--- src/lpd_consts.vh ---
// Constants for the loop device host port and frame service-request logic
`ifndef LPD_CONSTS_VH
`define LPD_CONSTS_VH
// Register select codes (three-bit index on the host port)
`define LPD_REG_STATUS     3'h0
`define LPD_REG_FRAME_CTL  3'h1
`define LPD_REG_FRAME_DATA 3'h2
`define LPD_REG_POLL_CFG   3'h3
`define LPD_REG_LOOP_ADDR  3'h4
`define LPD_REG_SCRATCH_A  3'h5
`define LPD_REG_SCRATCH_B  3'h6
`define LPD_REG_AUX_IN     3'h7
// Status register bit positions
`define LPD_ST_MASTER_CLR  7
`define LPD_ST_CTL_ROLE    6
`define LPD_ST_SRC_ROLE    5
`define LPD_ST_LSN_ROLE    4
`define LPD_ST_SEND_SRQ    3
`define LPD_ST_SYS_CTL     2
// Poll response register fields
`define LPD_PP_ENABLE      4
`define LPD_PP_STATUS      5
// Loop address register fields
`define LPD_LA_CONFIGURED  7
// Frame control field: bit 0 of the 3-bit control is the service-request bit
`define LPD_FC_SRQ         0
`define LPD_FC_DOE_MSB     1'b0
`define LPD_FC_IDY         2'h3
// Auxiliary input register bit positions
`define LPD_AUX_A          6
`define LPD_AUX_B          7
// Reset values
`define LPD_RST_BYTE       8'h00
`define LPD_RST_STATUS     8'h80
`define LPD_RST_CTL        3'h0
`define LPD_RST_SYNC       2'h3
`endif

--- src/lpd_core.v ---
// Host register port and frame path of the loop device core
// Notes on behaviour
// - Send request forces request bit on DOE and IDY frames
// - Request bit passes unchanged when control clear
// - Interrupt output open drain, active low
// - Spare flag inputs readable by host
// - Three-bit register select plus chip select
// - Strobes, select, reset, interrupt active low
// - Reset low sets master clear; master clear clears frame control and data
`timescale 1ns/1ps
module lpd_core (
   input  wire       i_clk,
   input  wire       i_rst,
   input  wire       i_reset_n,
   input  wire       i_cs_n,
   input  wire       i_rd_n,
   input  wire       i_wr_n,
   input  wire [2:0] i_register_select_lines,
   input  wire [7:0] i_bus,
   output reg  [7:0] o_bus,
   output wire       o_bus_oe,
   output wire       o_irq_n_o,
   output wire       o_irq_n_oe,
   input  wire       i_irq_req,
   input  wire       i_spare_flag_input_a,
   input  wire       i_spare_flag_input_b,
   input  wire       i_system_controller_strap_n,
   input  wire       i_rx_valid,
   input  wire [2:0] i_rx_ctl,
   input  wire [7:0] i_rx_data,
   output wire       o_tx_valid,
   output wire [2:0] o_tx_ctl,
   output wire [7:0] o_tx_data,
   output wire       o_master_clear
);
`include "lpd_consts.vh"
   // Two-stage synchronisers for the reset, strobe, chip select, spare flag and strap pins
   reg  [1:0] s_rst_n;
   reg  [1:0] s_cs_n;
   reg  [1:0] s_rd_n;
   reg  [1:0] s_wr_n;
   reg  [1:0] s_aux_a;
   reg  [1:0] s_aux_b;
   reg  [1:0] s_system_controller_strap_n;
   reg        wr_n_d;
   reg  [7:0] status;
   reg  [7:0] frame_ctl;
   reg  [7:0] frame_data;
   reg  [7:0] poll_response_config;
   reg  [7:0] loop_address_config;
   reg  [7:0] scratch_a;
   reg  [7:0] scratch_b;
   reg        src_valid;
   reg  [2:0] src_ctl;
   reg  [7:0] src_data;
   reg  [7:0] next_rdata;
   reg  [2:0] rs_meta;
   reg  [2:0] rs_sync;
   reg  [7:0] bus_meta;
   reg  [7:0] bus_sync;
   wire       tx_in_valid;
   wire [2:0] tx_in_ctl;
   wire [7:0] tx_in_data;
   wire       mclr;
   wire       sel_rd;
   wire       wr_pulse;
   wire       send_srq;

   always @(posedge i_clk) begin
      if (i_rst) begin
         s_rst_n  <= `LPD_RST_SYNC;
         s_cs_n   <= `LPD_RST_SYNC;
         s_rd_n   <= `LPD_RST_SYNC;
         s_wr_n   <= `LPD_RST_SYNC;
         s_aux_a  <= `LPD_RST_SYNC;
         s_aux_b  <= `LPD_RST_SYNC;
         s_system_controller_strap_n <= `LPD_RST_SYNC;
         wr_n_d   <= 1'b1;
      end else begin
         s_rst_n  <= {s_rst_n[0], i_reset_n};
         s_cs_n   <= {s_cs_n[0], i_cs_n};
         s_rd_n   <= {s_rd_n[0], i_rd_n};
         s_wr_n   <= {s_wr_n[0], i_wr_n};
         s_aux_a  <= {s_aux_a[0], i_spare_flag_input_a};
         s_aux_b  <= {s_aux_b[0], i_spare_flag_input_b};
         s_system_controller_strap_n <= {s_system_controller_strap_n[0], i_system_controller_strap_n};
         wr_n_d   <= s_wr_n[1];
      end
   end

   // Register select and write data pass two stages as well; the host holds
   // them through the strobe, so the extra latency only delays read data
   always @(posedge i_clk) begin
      if (i_rst) begin
         rs_meta  <= `LPD_RST_CTL;
         rs_sync  <= `LPD_RST_CTL;
         bus_meta <= `LPD_RST_BYTE;
         bus_sync <= `LPD_RST_BYTE;
      end else begin
         rs_meta  <= i_register_select_lines;
         rs_sync  <= rs_meta;
         bus_meta <= i_bus;
         bus_sync <= bus_meta;
      end
   end

   // Active-low strobes decoded after synchronising
   assign sel_rd   = ~s_cs_n[1] & ~s_rd_n[1];
   assign wr_pulse = ~s_cs_n[1] & s_wr_n[1] & ~wr_n_d;  // Commit on rising WR edge
   assign mclr     = status[`LPD_ST_MASTER_CLR];
   assign send_srq = status[`LPD_ST_SEND_SRQ];
   assign o_master_clear = mclr;

   // Master clear blocks frames and the interrupt and clears frame control and data unless reset pin is low or a write lands; host clears it by writing the bit low
   always @(posedge i_clk) begin
      if (i_rst) begin
         status               <= `LPD_RST_STATUS;
         frame_ctl            <= `LPD_RST_BYTE;
         frame_data           <= `LPD_RST_BYTE;
         poll_response_config <= `LPD_RST_BYTE;
         loop_address_config  <= `LPD_RST_BYTE;
         scratch_a            <= `LPD_RST_BYTE;
         scratch_b            <= `LPD_RST_BYTE;
         src_valid            <= 1'b0;
         src_ctl              <= `LPD_RST_CTL;
         src_data             <= `LPD_RST_BYTE;
      end else begin
         src_valid <= 1'b0;
         // Reset pin wins over a write landing in the same cycle
         if (!s_rst_n[1]) begin
            status[`LPD_ST_MASTER_CLR] <= 1'b1;
            status[`LPD_ST_SYS_CTL]    <= ~s_system_controller_strap_n[1];
         end else if (wr_pulse) begin
            case (rs_sync)
               `LPD_REG_STATUS: begin
                  status <= bus_sync;
                  status[`LPD_ST_SYS_CTL] <= status[`LPD_ST_SYS_CTL];
               end
               `LPD_REG_FRAME_CTL:  frame_ctl <= bus_sync;
               `LPD_REG_FRAME_DATA: begin
                  // Every data write outside master clear sources a frame using the held control bits
                  frame_data <= bus_sync;
                  src_valid  <= ~mclr;
                  src_ctl    <= frame_ctl[2:0];
                  src_data   <= bus_sync;
               end
               `LPD_REG_POLL_CFG:   poll_response_config <= bus_sync;
               `LPD_REG_LOOP_ADDR:  loop_address_config  <= bus_sync;
               `LPD_REG_SCRATCH_A:  scratch_a <= bus_sync;
               `LPD_REG_SCRATCH_B:  scratch_b <= bus_sync;
               `LPD_REG_AUX_IN:     ;  // Read only
               default: ;
            endcase
         end
         if (mclr && s_rst_n[1] == 1'b1 && !wr_pulse) begin
            frame_ctl  <= `LPD_RST_BYTE;
            frame_data <= `LPD_RST_BYTE;
         end
      end
   end

   // Spare flags appear in the auxiliary register
   // Read data follows the synchronised select, so it lags the pins
   always @* begin
      case (rs_sync)
         `LPD_REG_STATUS:     next_rdata = status;
         `LPD_REG_FRAME_CTL:  next_rdata = frame_ctl;
         `LPD_REG_FRAME_DATA: next_rdata = frame_data;
         `LPD_REG_POLL_CFG:   next_rdata = poll_response_config;
         `LPD_REG_LOOP_ADDR:  next_rdata = loop_address_config;
         `LPD_REG_SCRATCH_A:  next_rdata = scratch_a;
         `LPD_REG_SCRATCH_B:  next_rdata = scratch_b;
         default:             next_rdata = {s_aux_b[1], s_aux_a[1], 6'h00};
      endcase
   end

   always @(posedge i_clk) begin
      if (i_rst)
         o_bus <= `LPD_RST_BYTE;
      else
         o_bus <= next_rdata;
   end
   assign o_bus_oe = sel_rd;

   // Open drain: only ever pulls low, enable high while driving
   assign o_irq_n_o  = 1'b0;
   assign o_irq_n_oe = i_irq_req & ~mclr;

   // Host-sourced frames take priority; retransmitted frames fill idle cycles.
   // A loop frame landing in the same cycle as a host frame is lost, so the
   // host must not source while retransmission traffic is expected
   assign tx_in_valid = src_valid | (i_rx_valid & ~mclr);
   assign tx_in_ctl   = src_valid ? src_ctl : i_rx_ctl;
   assign tx_in_data  = src_valid ? src_data : i_rx_data;

   lpd_srq_insert u_srq (
      .i_clk         (i_clk),
      .i_rst         (i_rst),
      .i_send_srq    (send_srq),
      .i_frame_valid (tx_in_valid),
      .i_frame_ctl   (tx_in_ctl),
      .i_frame_data  (tx_in_data),
      .o_frame_valid (o_tx_valid),
      .o_frame_ctl   (o_tx_ctl),
      .o_frame_data  (o_tx_data)
   );
endmodule

--- src/lpd_srq_insert.v ---
// Service-request insertion on outgoing loop frames
`timescale 1ns/1ps
module lpd_srq_insert (
   input  wire       i_clk,
   input  wire       i_rst,
   input  wire       i_send_srq,
   input  wire       i_frame_valid,
   input  wire [2:0] i_frame_ctl,
   input  wire [7:0] i_frame_data,
   output reg        o_frame_valid,
   output reg  [2:0] o_frame_ctl,
   output reg  [7:0] o_frame_data
);
`include "lpd_consts.vh"
   wire is_doe;
   wire is_idy;
   reg  [2:0] next_ctl;

   assign is_doe = (i_frame_ctl[2] == `LPD_FC_DOE_MSB);
   assign is_idy = (i_frame_ctl[2:1] == `LPD_FC_IDY);

   always @* begin
      next_ctl = i_frame_ctl;
      if (i_send_srq && (is_doe || is_idy))
         next_ctl[`LPD_FC_SRQ] = 1'b1;
      // With the control bit clear the frame passes untouched
   end

   always @(posedge i_clk) begin
      if (i_rst) begin
         o_frame_valid <= 1'b0;
         o_frame_ctl   <= `LPD_RST_CTL;
         o_frame_data  <= `LPD_RST_BYTE;
      end else begin
         o_frame_valid <= i_frame_valid;
         o_frame_ctl   <= next_ctl;
         o_frame_data  <= i_frame_data;
      end
   end
endmodule
--- config.mk ---
export PLATFORM = sky130hd
export DESIGN_NAME = lpd_core
export DESIGN_NICKNAME = d
export VERILOG_FILES = /design/src/lpd_core.v /design/src/lpd_srq_insert.v
export VERILOG_INCLUDE_DIRS = /design/src
export SDC_FILE = /design/constraint.sdc
export NUM_CORES = 1
export LEC_CHECK = 0
export BUFFER_PORTS_ARGS = -buffer_cell sky130_fd_sc_hd__buf_2
export CORE_UTILIZATION = 45
export CTS_BUF_LIST = sky130_fd_sc_hd__clkbuf_16
export DETAILED_ROUTE_END_ITERATION = 8
export GPL_TIMING_DRIVEN = 0
export PLACE_DENSITY = 0.64
export SLEW_MARGIN = 10
export SYNTH_ARGS = -nofsm -noshare
export SYNTH_HDL_FRONTEND = slang
export SYNTH_SLANG_ARGS = --single-unit
--- constraint.sdc ---
create_clock -name i_clk -period 1.25 [get_ports i_clk]
set_input_delay 0 -clock i_clk [delete_from_list [all_inputs] [get_ports i_clk]]
set_output_delay 0 -clock i_clk [all_outputs]
set_load 0.01 [all_outputs]
==> run_results.csv <==
group,metric,value,unit
outcome,status,"finished with violations",
outcome,violations,"negative setup slack",
clocking,clock_sinks,125,
timing,maxSlewHeadroom,42.2,%
yosys,synthTopCellsByArea,"dfxtp_1 51%, mux2i_1 12%, nand2b_1 6.7%, a21oi_1 3.3%, nor2b_1 3.2%",
die,pin_count,57,
worst_hold_path,hold_path_class,"in2reg",
cells_and_area,final_common_cell,"dfxtp_1",
cells_and_area,finalNetCount,647,
global_route,grt_start_max_net_pins,17,
yosys,netlist_area,4950,sq um
die,placementRows,37,
power,p_comb_share,6.8,%
cells_and_area,antenna_cells,0,
timing,fin_ws,-0.195,ns
placement,place_congestion,0.889,
die,die_y,107,um
global_route,antenna_found_initial,0,
critical_path,cp_max_fo,8,
power,p_int,7.53,mW
clocking,cts-root-buf,"clkbuf_16",
timing,worst_slew_pin_slew,0.867,ns
global_route,grt_pass1_vias,4114,
clocking,clock_latency,0.42,ns
yosys,ys_warn_count,0,
drt,dr.first_iter.drc_count,425,
die,die-area,11400,sq um
yosys,yosysTopAreaCellShare,50.6,%
timing,rsz0062_at_grt,"true",
drt,routed_via_density,5.52,
yosys,syn-num-nets,516,
cells_and_area,utilization,69.0,%
timing,finalCritPeriodShare,116,%
yosys,synthCells,483,
drt,routed_wl,14500,um
yosys,async_flop_share,0,%
die,core_region_area,10500,sq um
die,die_x,107,um
drt,wire_per_inst,19.0,um
yosys,ys_types,51,
yosys,syn_avg_cell_area,10.2,sq um
placement,place_inst,673,
power,pwr-share-clk,51.1,%
power,seq_power_share,42.1,%
cells_and_area,stdcell_count,763,
global_route,grt_pass1_wl,21400,um
power,ir_drop,1200,uV
critical_path,crit_type,"reg2reg",
drt,antenna_left,0,
global_route,overflow,0,
critical_path,cp.required,1.59,ns
power,p_per_area,1340,nW/um^2
global_route,grt_use_met3,6.87,%
drt,vias,4211,
cells_and_area,areaGrowthSynthToFinish,46.7,%
critical_path,critPathLaunchType,"flip-flop",
global_route,grt.met2_usage,40.3,%
power,p_leak,2.85,nW
power,p_total,9.76,mW
timing,max_freq,692,MHz
drt,dr.pass1.iters,5,
placement,dp_hpwl,8470,um
placement,port_buffers,54,
placement,preCtsSetupSlack,-0.299,ns
yosys,synth_edf_count,0,
yosys,ys_seq_area_share,50.6,%
global_route,grt_use_total,25.0,%
timing,finalSetupTns,-8.43,ns
cells_and_area,fill_cells,684,
timing,setup_viol,72,
power,p_sw_share,22.8,%
clocking,clk_path_buf_depth,2,
cells_and_area,final_cell_mix,"117 x dfxtp_1, 57 x mux2i_1, 54 x buf_2",
clocking,cts_tree,"done",
drt,drc,0,
global_route,grt-busiest-layer,"met2",
yosys,synth_top_flop_cell,"dfxtp_1",
timing,min_period,1.45,ns
timing,finalHoldViolCount,0,
die,start_util,47.1,%
timing,finClkSkew,0.00731,ns
clocking,cts_buffers,17,
yosys,synth_area_leader_cell,"dfxtp_1",
global_route,gr-usage-met1,31.2,%
job,cap_violations,0,
power,p_switching,2.22,mW
cells_and_area,drive_gt1_share,39.6,%
timing,finalMaxSlewViolations,0,
clocking,h-tree-depth,4,
yosys,ys_ff_latch,125,
critical_path,endpoint_kind,"flip-flop",
critical_path,crit_arrival,1.78,ns
clocking,clk_pin_slew,0.06,ns
-- state kept, by name (all words and copies together) (netlist names), 3 cells and up --
signal and flops:
bus_meta 8, loop_address_config 8, src_data 8, scratch_a 8
src_ctl 3, rs_sync 3, poll_response_config 8, u_srq.o_frame_ctl 3
frame_data 8, status 8, scratch_b 8, o_bus 8
rs_meta 3, u_srq.o_frame_data 8, frame_ctl 8, bus_sync 8
-- Yosys cell counts (all sizes together), types with 6 or more instances --
cell and n:
o21ai 29, nor2b 25, buf 23, clkbuf 17, a21oi 33, dfxtp 125, nand3 23, nand2b 53
a32oi 6, or2 16, mux2i 57, nor2 17, nand3b 9
-- through the flow --
step | hold slack [ns] | cell area, sq um
2_1_floorplan | 0.104 | 4990
3_3_place_gp | 0.182 | 5430
3_5_place_dp | 0.186 | 5430
4_1_cts | 0.0663 | 6870
5_1_grt | 0.0905 | 7250
6_report | 0.0561 | 7250
-- critical path, stage by stage (launching register included) --
cell,delay (ns)
dfxtp_4,0.39
buf_8,0.14
buf_6,0.13
and2b_2,0.27
nand3_4,0.20
mux2i_1,0.25
-- worst paths after layout --
| check | startpoint | end | slack, ns | cells after the start |
|---|---|---|---|---|
| hold reg to reg | s_aux_b[0]$_SDFF_PP1_ | s_aux_b[1]$_SDFF_PP1_ | 0.40 | 1 |
| hold / removal | i_rst | bus_sync[2]$_SDFF_PP0_ | 0.06 | 2 |
| setup reg to reg | rs_sync[1]$_SDFF_PP0_ | scratch_a[1]$_SDFFE_PP0P_ | -0.20 | 5 |
| setup / recovery | rs_sync[1]$_SDFF_PP0_ | scratch_a[1]$_SDFFE_PP0P_ | -0.20 | 5 |
-- area by class of cell --
type | instances | area, sq um | area share, %
Multi-Input combinational cell | 316 | 2670 | 36.8
Sequential cell | 125 | 2520 | 34.8
Timing Repair Buffer | 114 | 923 | 12.7
Clock buffer | 17 | 425 | 5.86
Buffer | 38 | 367 | 5.05
Clock inverter | 15 | 173 | 2.38
Tap cell | 136 | 170 | 2.35
Inverter | 2 | 7.51 | 0.103
-- power by group through the flow --
stage	Sequential [mW]	Clock [mW]	Combinational, mW
after floorplan	4.18	0	0.254
after global placement	4.18	0	0.409
after detailed placement	4.19	0	0.413
after CTS	4.10	5.00	0.599
after global routing	4.11	5.22	0.700
final	4.11	4.99	0.661
-- cells by family (layout without fill, tap and decap cells) --
family                 Yosys count  after routing  share of synthesized area, %
other                            1              1                        0.0758
AO/OA/AOI/OAI                   89             89                          10.8
flip-flops                     125            125                          50.6
buffers and inverters           42            186                          4.76
multiplexers                    62             62                          12.9
AND/OR/NAND/NOR                164            164                          20.9
-- timing repair --
action | CTS | global route
endpoints found under the hold margin | 30 | 0
resized for setup | 105 | 68
gates cloned | 5 | 2
setup endpoints to repair | 84 | 83
hold buffers | 30 | 0
pin swaps | 27 | 29
buffers inserted | 14 | 9
-- per-layer routing --
layer / vias to the layer above / routed length (um)
met3: 42 / 1040
met1: 2021 / 5890
li1: 1960 / -
met2: 188 / 7090
met4: 0 / 493
met5: - / 0
No activity file was read; power rests on OpenSTA's default activity.
